==> src/rtl/timer0_pkg.sv <==
// Shared constants and helper functions for the timer 0 compare/waveform block
`default_nettype none
package timer0_pkg;
	localparam int DATA_W = 32;
	localparam int PRESC_W = 10;
	localparam logic [PRESC_W-1:0] PRESC_ONE = 10'h001;
	// Register byte offsets
	localparam logic [7:0] CTRL_OFF = 8'h00;
	localparam logic [7:0] COUNT_OFF = 8'h04;
	localparam logic [7:0] COMPARE_OFF = 8'h08;
	localparam logic [7:0] FLAGS_OFF = 8'h0C;
	localparam logic [7:0] PIN_OFF = 8'h10;
	localparam logic [7:0] POWER_OFF = 8'h14;
	localparam logic [2:0] IDX_NONE = 3'h7;
	localparam logic [7:0] REG_RST = 8'h00;
	// Field positions
	localparam int WGM_LSB = 0;
	localparam int COM_LSB = 2;
	localparam int CS_LSB = 4;
	localparam int FORCE_BIT = 7;
	localparam int FLAG_OVF_BIT = 0;
	localparam int FLAG_CMP_BIT = 1;
	localparam int PIN_PORT_BIT = 0;
	localparam int PIN_DIR_BIT = 1;
	localparam int PIN_OC_BIT = 2;
	localparam int PWR_PR_BIT = 0;
	// Waveform modes, compare output modes, clock selects
	localparam logic [1:0] WGM_NORMAL = 2'h0;
	localparam logic [1:0] WGM_CTC = 2'h2;
	localparam logic [1:0] WGM_FAST = 2'h3;
	localparam logic [1:0] COM_OFF = 2'h0;
	localparam logic [1:0] COM_TOGGLE = 2'h1;
	localparam logic [1:0] COM_CLEAR = 2'h2;
	localparam logic [1:0] COM_SET = 2'h3;
	localparam logic [2:0] CS_STOP = 3'h0;
	localparam logic [2:0] CS_DIV8 = 3'h2;
	localparam logic [7:0] CNT_MAX = 8'hFF;
	localparam logic [7:0] CNT_BOTTOM = 8'h00;
	localparam logic [1:0] RESP_OKAY = 2'h0;
	localparam logic [1:0] RESP_SLVERR = 2'h2;
	localparam logic [1:0] RESP_DECERR = 2'h3;

	// Prescaler tap mask: tick when all masked bits are one (divide by mask+1)
	function automatic logic [PRESC_W-1:0] presc_mask(input logic [2:0] cs);
		case (cs)
			3'h2: return 10'h007;
			3'h3: return 10'h01F;
			3'h4: return 10'h03F;
			3'h5: return 10'h07F;
			3'h6: return 10'h0FF;
			3'h7: return 10'h3FF;
			default: return 10'h000;
		endcase
	endfunction

	// Compare output level after a match (or a forced match)
	function automatic logic oc_match_level(input logic [1:0] wgm, input logic [1:0] com, input logic oc);
		if (wgm == WGM_FAST)
			return (com == COM_CLEAR) ? 1'b0 : (com == COM_SET) ? 1'b1 : oc;
		case (com)
			COM_TOGGLE: return ~oc;
			COM_CLEAR: return 1'b0;
			COM_SET: return 1'b1;
			default: return oc;
		endcase
	endfunction
endpackage
`default_nettype wire

==> src/rtl/timer0_compare_waveform.sv <==
// Timer 0 counter, compare output and waveform logic with AXI4-Lite registers
`timescale 1ns/1ps
`default_nettype none
// Operation
// RULE1 - Power reduction freezes timer, refuses register access
// RULE2 - Gating works in active and idle
// RULE3 - Nonzero compare mode overrides port pin value
// RULE4 - Pin shows value only when direction output
// RULE5 - Override independent of waveform mode
// RULE6 - Compare output state presettable before enabling
// RULE7 - Compare mode zero: no action on match
// RULE8 - New compare mode acts at next match
// RULE9 - Force strobe applies action in non-PWM modes
// RULE10 - Clear-on-compare sets match flag each period
// RULE11 - No buffering: late compare wraps through 0xFF
// RULE12 - Toggle mode inverts output every match
// RULE13 - Toggle frequency is clock over 2N(1+compare)
// RULE14 - Prescaler divides by 1,8,32,64,128,256,1024
// RULE15 - Overflow flag set on max-to-zero step
// RULE16 - Mode 3 selects single-slope fast PWM
// RULE17 - Non-inverting: clear on match, set at bottom
// RULE18 - Inverting: set on match, clear at bottom
// RULE19 - Fast PWM wraps to zero after max
// RULE20 - Match flag cleared by vector or one
// RULE21 - Overflow flag cleared by vector or one
// RULE22 - Clear-on-compare resets counter after match, mode 2
module timer0_compare_waveform #(
	parameter int ADDR_W = 8
) (
	input wire logic sys_clk,
	input wire logic rstn,
	input wire logic io_clock_running,
	input wire logic compare_vector_ack,
	input wire logic overflow_vector_ack,
	output logic compare_output_pin,
	output logic compare_output_pin_oe_n,
	input wire logic [ADDR_W-1:0] s_axi_awaddr,
	input wire logic s_axi_awvalid,
	output logic s_axi_awready,
	input wire logic [timer0_pkg::DATA_W-1:0] s_axi_wdata,
	input wire logic [3:0] s_axi_wstrb,
	input wire logic s_axi_wvalid,
	output logic s_axi_wready,
	output logic [1:0] s_axi_bresp,
	output logic s_axi_bvalid,
	input wire logic s_axi_bready,
	input wire logic [ADDR_W-1:0] s_axi_araddr,
	input wire logic s_axi_arvalid,
	output logic s_axi_arready,
	output logic [timer0_pkg::DATA_W-1:0] s_axi_rdata,
	output logic [1:0] s_axi_rresp,
	output logic s_axi_rvalid,
	input wire logic s_axi_rready
);
	import timer0_pkg::*;

	generate
		if (ADDR_W < 5 || ADDR_W > 32)
		begin : g_bad_addr
			$error("ADDR_W must lie between 5 and 32");
		end
	endgenerate

	localparam logic [2:0] IDX_CTRL = CTRL_OFF[4:2];
	localparam logic [2:0] IDX_COUNT = COUNT_OFF[4:2];
	localparam logic [2:0] IDX_COMPARE = COMPARE_OFF[4:2];
	localparam logic [2:0] IDX_FLAGS = FLAGS_OFF[4:2];
	localparam logic [2:0] IDX_PIN = PIN_OFF[4:2];
	localparam logic [2:0] IDX_POWER = POWER_OFF[4:2];

	// ****************************************************************
	// State
	// ****************************************************************
	typedef struct packed {
		logic [1:0] wgm;
		logic [1:0] com;
		logic [2:0] cs;
		logic [7:0] cnt;
		logic [7:0] ocr;
		logic cmp_f;
		logic ovf_f;
		logic port_v;
		logic dir;
		logic oc;
		logic pr;
		logic [PRESC_W-1:0] presc;
		logic aw_have;
		logic [ADDR_W-1:0] aw_addr;
		logic w_have;
		logic [7:0] w_data;
		logic w_en;
		logic awready;
		logic wready;
		logic bvalid;
		logic [1:0] bresp;
		logic arready;
		logic rvalid;
		logic [DATA_W-1:0] rdata;
		logic [1:0] rresp;
		logic pin_out;
		logic pin_oe_n;
	} state_t;

	// All zero except the pin enable, which is the last field and idles high
	localparam state_t STATE_RST = {{($bits(state_t) - 1){1'b0}}, 1'b1};

	state_t st_q;
	state_t st_d;

	function automatic logic [2:0] reg_index(input logic [ADDR_W-1:0] a);
		logic [ADDR_W-1:0] hi;
		hi = a >> 5;
		if (a[1:0] != 2'h0 || hi != '0 || a[4:2] > IDX_POWER)
			return IDX_NONE;
		return a[4:2];
	endfunction

	// Only the power register stays reachable while power reduction is set
	function automatic logic [1:0] access_resp(input logic [2:0] idx, input logic pr);
		if (idx == IDX_NONE)
			return RESP_DECERR;
		if (pr && idx != IDX_POWER)
			return RESP_SLVERR;
		return RESP_OKAY;
	endfunction

	logic run;
	logic tick;
	logic [PRESC_W-1:0] mask;
	logic [7:0] top;
	logic wr_go;
	logic [2:0] wr_idx;
	logic [2:0] rd_idx;
	logic [1:0] wr_resp;
	logic wr_apply;

	// ****************************************************************
	// Clock gating, prescaler and decode
	// ****************************************************************
	assign run = io_clock_running && !st_q.pr; // [RULE1] [RULE2]
	assign mask = presc_mask(st_q.cs); // [RULE14]
	assign tick = run && (st_q.cs != CS_STOP) && ((st_q.presc & mask) == mask); // [RULE13] [RULE14]
	assign top = (st_q.wgm == WGM_CTC) ? st_q.ocr : CNT_MAX; // [RULE22] [RULE19]
	assign wr_go = st_q.aw_have && st_q.w_have && !st_q.bvalid;
	assign wr_idx = reg_index(st_q.aw_addr);
	assign rd_idx = reg_index(s_axi_araddr);
	assign wr_resp = access_resp(wr_idx, st_q.pr); // [RULE1]
	assign wr_apply = wr_go && (wr_resp == RESP_OKAY) && st_q.w_en;

	// ****************************************************************
	// Next state
	// ****************************************************************
	always_comb
	begin
		logic cmp_set;
		logic cmp_clr;
		logic ovf_set;
		logic ovf_clr;
		logic [1:0] nwgm;
		logic [1:0] ncom;
		st_d = st_q;
		cmp_set = 1'b0;
		ovf_set = 1'b0;
		cmp_clr = compare_vector_ack && !st_q.pr; // [RULE20]
		ovf_clr = overflow_vector_ack && !st_q.pr; // [RULE21]
		nwgm = st_d.w_data[WGM_LSB +: 2];
		ncom = st_d.w_data[COM_LSB +: 2];
		if (run)
			st_d.presc = st_q.presc + PRESC_ONE;
		if (tick)
		begin
			// Late compare value just runs past it to MAX and wraps
			st_d.cnt = (st_q.cnt == top) ? CNT_BOTTOM : st_q.cnt + 8'h01; // [RULE11] [RULE19] [RULE22]
			ovf_set = (st_q.cnt == CNT_MAX); // [RULE15]
			if (st_q.cnt == st_q.ocr)
			begin
				cmp_set = 1'b1; // [RULE10] [RULE20]
				st_d.oc = oc_match_level(st_q.wgm, st_q.com, st_q.oc); // [RULE7] [RULE8] [RULE12] [RULE17] [RULE18]
			end
			if (st_q.wgm == WGM_FAST && st_q.cnt == CNT_MAX)
			begin
				if (st_q.com == COM_CLEAR)
					st_d.oc = 1'b1; // [RULE16] [RULE17]
				else if (st_q.com == COM_SET)
					st_d.oc = 1'b0; // [RULE18]
			end
		end
		// Write channel capture
		if (s_axi_awvalid && st_q.awready)
		begin
			st_d.aw_have = 1'b1;
			st_d.aw_addr = s_axi_awaddr;
		end
		if (s_axi_wvalid && st_q.wready)
		begin
			st_d.w_have = 1'b1;
			st_d.w_data = s_axi_wdata[7:0];
			st_d.w_en = s_axi_wstrb[0];
		end
		if (s_axi_bvalid && s_axi_bready)
			st_d.bvalid = 1'b0;
		if (wr_go)
		begin
			st_d.aw_have = 1'b0;
			st_d.w_have = 1'b0;
			st_d.bvalid = 1'b1;
			st_d.bresp = wr_resp;
		end
		if (wr_apply)
		begin
			case (wr_idx)
				IDX_CTRL:
				begin
					st_d.wgm = nwgm;
					st_d.com = ncom;
					st_d.cs = st_q.w_data[CS_LSB +: 3];
					// Forced match only outside the PWM modes; no flag, no clear
					if (st_q.w_data[FORCE_BIT] && !nwgm[0])
						st_d.oc = oc_match_level(nwgm, ncom, st_d.oc); // [RULE9]
				end
				IDX_COUNT: st_d.cnt = st_q.w_data;
				IDX_COMPARE: st_d.ocr = st_q.w_data; // [RULE11]
				IDX_FLAGS:
				begin
					cmp_clr = cmp_clr || st_q.w_data[FLAG_CMP_BIT]; // [RULE20]
					ovf_clr = ovf_clr || st_q.w_data[FLAG_OVF_BIT]; // [RULE21]
				end
				IDX_PIN:
				begin
					st_d.port_v = st_q.w_data[PIN_PORT_BIT];
					st_d.dir = st_q.w_data[PIN_DIR_BIT];
					st_d.oc = st_q.w_data[PIN_OC_BIT]; // [RULE6]
				end
				IDX_POWER: st_d.pr = st_q.w_data[PWR_PR_BIT]; // [RULE1]
				default: ;
			endcase
		end
		// Hardware set wins over any clear in the same cycle
		st_d.cmp_f = cmp_set || (st_q.cmp_f && !cmp_clr);
		st_d.ovf_f = ovf_set || (st_q.ovf_f && !ovf_clr);
		st_d.awready = !st_d.aw_have && !st_d.bvalid;
		st_d.wready = !st_d.w_have && !st_d.bvalid;
		// Read channel
		if (s_axi_arvalid && st_q.arready)
		begin
			st_d.rvalid = 1'b1;
			st_d.rresp = access_resp(rd_idx, st_q.pr); // [RULE1]
			st_d.rdata = '0;
			if (st_d.rresp == RESP_OKAY)
			begin
				case (rd_idx)
					IDX_CTRL:
					begin
						st_d.rdata[WGM_LSB +: 2] = st_q.wgm;
						st_d.rdata[COM_LSB +: 2] = st_q.com;
						st_d.rdata[CS_LSB +: 3] = st_q.cs;
					end
					IDX_COUNT: st_d.rdata[7:0] = st_q.cnt;
					IDX_COMPARE: st_d.rdata[7:0] = st_q.ocr;
					IDX_FLAGS:
					begin
						st_d.rdata[FLAG_CMP_BIT] = st_q.cmp_f;
						st_d.rdata[FLAG_OVF_BIT] = st_q.ovf_f;
					end
					IDX_PIN:
					begin
						st_d.rdata[PIN_PORT_BIT] = st_q.port_v;
						st_d.rdata[PIN_DIR_BIT] = st_q.dir;
						st_d.rdata[PIN_OC_BIT] = st_q.oc;
					end
					IDX_POWER: st_d.rdata[PWR_PR_BIT] = st_q.pr;
					default: ;
				endcase
			end
		end
		else if (st_q.rvalid && s_axi_rready)
			st_d.rvalid = 1'b0;
		st_d.arready = !st_d.rvalid;
		// Pin override follows the mode field in every waveform mode
		st_d.pin_out = (st_d.com != COM_OFF) ? st_d.oc : st_d.port_v; // [RULE3] [RULE5]
		st_d.pin_oe_n = !st_d.dir; // [RULE4]
	end

	always_ff @(posedge sys_clk or negedge rstn)
	begin
		if (!rstn)
			st_q <= STATE_RST;
		else
			st_q <= st_d;
	end

	// ****************************************************************
	// Outputs
	// ****************************************************************
	assign compare_output_pin = st_q.pin_out;
	assign compare_output_pin_oe_n = st_q.pin_oe_n;
	assign s_axi_awready = st_q.awready;
	assign s_axi_wready = st_q.wready;
	assign s_axi_bresp = st_q.bresp;
	assign s_axi_bvalid = st_q.bvalid;
	assign s_axi_arready = st_q.arready;
	assign s_axi_rdata = st_q.rdata;
	assign s_axi_rresp = st_q.rresp;
	assign s_axi_rvalid = st_q.rvalid;
endmodule
`default_nettype wire

==> config.mk <==
export PLATFORM = sky130hd
export DESIGN_NAME = timer0_compare_waveform
export DESIGN_NICKNAME = d
export VERILOG_FILES = /design/src/rtl/timer0_pkg.sv /design/src/rtl/timer0_compare_waveform.sv
export SDC_FILE = /design/constraint.sdc
export NUM_CORES = 1
export LEC_CHECK = 0
export BUFFER_PORTS_ARGS = -buffer_cell sky130_fd_sc_hd__buf_2
export CAP_MARGIN = 20
export CORE_MARGIN = 2
export CORE_UTILIZATION = 53
export CTS_CLUSTER_SIZE = 8
export DETAILED_ROUTE_END_ITERATION = 8
export PLACE_DENSITY = 0.78
export SLEW_MARGIN = 20
export SYNTH_ARGS = -nofsm -noshare
export SYNTH_HDL_FRONTEND = slang
export SYNTH_SLANG_ARGS = --single-unit
==> constraint.sdc <==
create_clock -name sys_clk -period 5.9 [get_ports sys_clk]
set_input_delay 0.885 -clock sys_clk [delete_from_list [all_inputs] [get_ports sys_clk]]
set_output_delay 0.885 -clock sys_clk [all_outputs]
set_load 0.01 [all_outputs]
==> results by stage <==
Power and ir drop:
- The leakage power total is 2.06 nW.
- The design draws 1.71 mW.
- Power spread over the standard cell area amounts to 388 mW/mm².
- IR analysis of the VDD net gives a maximum drop of 0.245 mV.

Clocking:
- The clock net in this run drives a total of 77 sinks.
- The H-tree was split into 3 levels.
- The TritonCTS clock tree is built.
- The buffer type at the clock tree root is sky130_fd_sc_hd__clkbuf_8.
- Clock-pin slew was measured on the worst setup and hold paths at 80 ps.
- The number of buffers inserted to repair setup after CTS is 0.
- The number of buffers inserted during clock tree synthesis is 9.
- The post-cts sizing count is 0.
- In this run the deepest clock path goes through 2 buffers.
- The insertion delay of the later-clocked pin in the worst-skew pair is 350 ps.
- The hold buffer count at CTS is 0.

Global routing:
- The via count of the first global-routing pass was 2873.
- The number of antenna violations at the first check in global routing is 0.
- The maximum number of pins on one net before global-route repair is 78.
- The combined global-route utilization of all metal layers is 20.1%.
- The sum of overflow across all layers after global routing is 0.
- The first global-routing pass estimated 13400 µm of wire.

Timing:
- The clock skew is 9.08 ps.
- The number of failing setup endpoints in the final timing report is 0.
- The worst path in the final design needs a cycle of 2610 ps, including I/O delays and setup.
- Setup repair after global routing left no endpoint under its margin.
- For the pin with the worst max-slew slack, the measured transition is 956 ps.
- The hold violation total from the final report is 0.
- The worst pin sits at a relative slew slack of 36.3%.
- The final critical path takes up 44.2% of the cycle.
- The maximum achievable frequency is 0.384 GHz.
- The total count of max-transition violations in the final report is 0.
- The setup TNS is 0 ps.

Critical path:
- The launch instance of the worst register-to-register path is st_q[72].
- The startpoint class of the critical path is an input pin.
- In this run the worst path has a maximum fanout of 12.
- Measured in cells, the most critical reg-to-reg path has a length of 5.
- The kind of critical path is in2reg.
- The worst-case register-to-register setup slack is 3300 ps.
- In this run the critical register-to-register path is captured at st_q[89].
- The required time of the worst setup path is 6110 ps.
- The worst setup path is captured at a flop.
- The end point of the critical path is st_q[89].
- Tracing the worst setup path back leads to its startpoint at io_clock_running.
- The arrival time at the worst endpoint is 2820 ps.

Synth:
- Counting flops with an async set or reset pin after synthesis yields a share of 100%.
- The cell count after synthesis is 394.
- Ranked by total cell area, the synthesized netlist is headed by sky130_fd_sc_hd__dfrtp_1 47%, sky130_fd_sc_hd__mux2_2 9.6%, sky130_fd_sc_hd__buf_4 6.6%, sky130_fd_sc_hd__nand2_1 4.0%, sky130_fd_sc_hd__o21ai_0 2.8%.
- The synthesized design contains 77 register bits.
- After synthesis, the mean cell area works out to 10.4 µm².
- The most common cell in the synthesized netlist is sky130_fd_sc_hd__dfrtp_1.
- The top cell type by area accounts for 46.5% of the synthesized area.
- Yosys printed 0 warnings.
- For this run, the register share of the synthesized area comes to 47.2%.
- Summing every instance area after synthesis gives 0.00409 mm².
- In this run, synthesis inferred 0 flip-flops with an integrated enable.
- In the synthesized netlist, the cells that appear most often are 76 x sky130_fd_sc_hd__dfrtp_1, 44 x sky130_fd_sc_hd__nand2_1, 36 x sky130_fd_sc_hd__buf_4.
- Of all cell types, the one taking the most synthesized area is sky130_fd_sc_hd__dfrtp_1.
- The most frequently used flop master after synthesis is sky130_fd_sc_hd__dfrtp_1.
- The synthesized netlist contains 59 unique library cells.

Route:
- The post-detailed-route count of antenna-violating nets is 0.
- The top layer used by detailed routing is met4.
- The count of routing violations after the opening detailed-route iteration is 226.
- Detailed routing placed a total of 480 µm of wire on met3.
- The average routed wire per standard cell is 14.6 µm.
- In the final routing, the length of wire on met1 measures 3540 µm.
- The total length of routed wires is 7880 µm.
- After detailed routing, the number of vias per cell comes to 5.44.
- For this block, the via count after detailed routing is 2925.
- The count of unresolved DRC violations after routing is 0.
- In the detailed route, the total length drawn on met2 is 3780 µm.
- The first TritonRoute pass finished after 4 iterations.

Final layout:
- The count of nets after finishing is 495.
- Of the cells placed in the final design, the portion with a size suffix greater than 1 is 26.6%.
- 0 antenna diodes ended up in the layout.
- The synthesis-to-layout area growth is 7.99%.
- The utilization after layout is 58.0%.

Worst hold path:
- The class of the most critical hold timing path is reg2reg.
- In this run the most critical hold path is launched from st_q[74].

Job:
- The total of max-cap violations is 0.

Floorplan:
- The initial utilization of the core area, before any placement, comes to 53.7%.
- The region available for standard cell placement spans 0.00761 mm².
- During I/O placement, the number of pins put on the boundary was 105.
- In this run the horizontal extent of the chip is 91.8 µm.
- The die is 91.8 µm tall.
- The area of the die is 0.00843 mm².
- The standard-cell row count is 32.

Place:
- The count of input and output buffers is 53.
- The final RePlAce weighted congestion is 0.966.
- Detailed placement ended at an HPWL of 5630 µm.

Outcome:
- The run finished with clean final reports.
[state kept, by name, summed over array words and instances, names as in the netlist]
register	flops
s_axi_rresp	2
s_axi_bvalid	1
s_axi_awready	1
st_q	58
s_axi_rvalid	1
s_axi_rdata	8
compare_output_pin	1
s_axi_wready	1
s_axi_bresp	2
s_axi_arready	1
compare_output_pin_oe_n	1
[per-layer routing]
layer,track usage (%),vias up
met4,5.72,0
met5,0,-
met2,32.7,94
li1,-,1402
met1,26.1,1419
met3,6.16,10
[how the worst min path moves through the flow]
stage                               to  depth (start not counted)  slack [ps]
2_1_floorplan  compare_output_pin_oe_n                          1         410
3_3_place_gp   compare_output_pin_oe_n                          1         440
3_5_place_dp   compare_output_pin_oe_n                          1         440
4_1_cts        compare_output_pin_oe_n                          1         470
5_1_grt        compare_output_pin_oe_n                          1         510
6_report       compare_output_pin_oe_n                          1         460
[layout make-up]
cell class	count	area [µm²]
multi-input combinational	281	1870
tap	102	128
timing repair buffer	53	268
sequential	77	1930
clock buffer	9	124
inverter	9	33.8
fill	694	3190
clock inverter	7	66.3
[report_power, final]
part	internal, mW	switching (mW)	total, mW
combinational	0.229	0.221	0.450
clock	0.193	0.193	0.385
sequential	0.680	0.197	0.876
total	1.10	0.610	1.71
[worst max-delay path: stages]
cell and delay (ps):
sky130_fd_sc_hd__buf_2 70, sky130_fd_sc_hd__nor2b_1 460, sky130_fd_sc_hd__o211ai_1 260, sky130_fd_sc_hd__or2_2 470, sky130_fd_sc_hd__o21ai_0 490, sky130_fd_sc_hd__o21ai_0 180
[placed cells by master, fill, tap and decap left out, drive strengths merged, types with 7 or more instances in the layout]
cell type,count
a21oi,14
and3,7
buf,53
clkbuf,9
conb,24
dfrtp,76
inv,9
mux2,35
mux2i,11
nand2,44
nand3,9
nand4,8
nor2,14
nor2b,8
nor3,7
o21ai,23
xnor2,10
xor2,11
[stage by stage]
step	hold WS, ps	setup slack [ps]	cell area, µm²	instances
final	462	3290	4410	538
after global routing	507	3070	4410	538
after CTS	474	3320	4410	538
after detailed placement	442	2960	4220	522
after global placement	443	3060	4220	522
after floorplan	411	3550	4170	417
[cell families (layout without fill, tap and decap cells)]
kind of cell,count (synthesis),in the layout,synth area share (%)
buf+inv,59,78,9.27
simple gates,121,121,15.5
compound gates,67,67,10.6
fa+ha+maj,2,2,0.612
other cells,1,24,0.0917
flops,77,77,47.2
xor+xnor,21,21,4.50
mux,46,46,12.3
(Power assumes the default switching activity.)
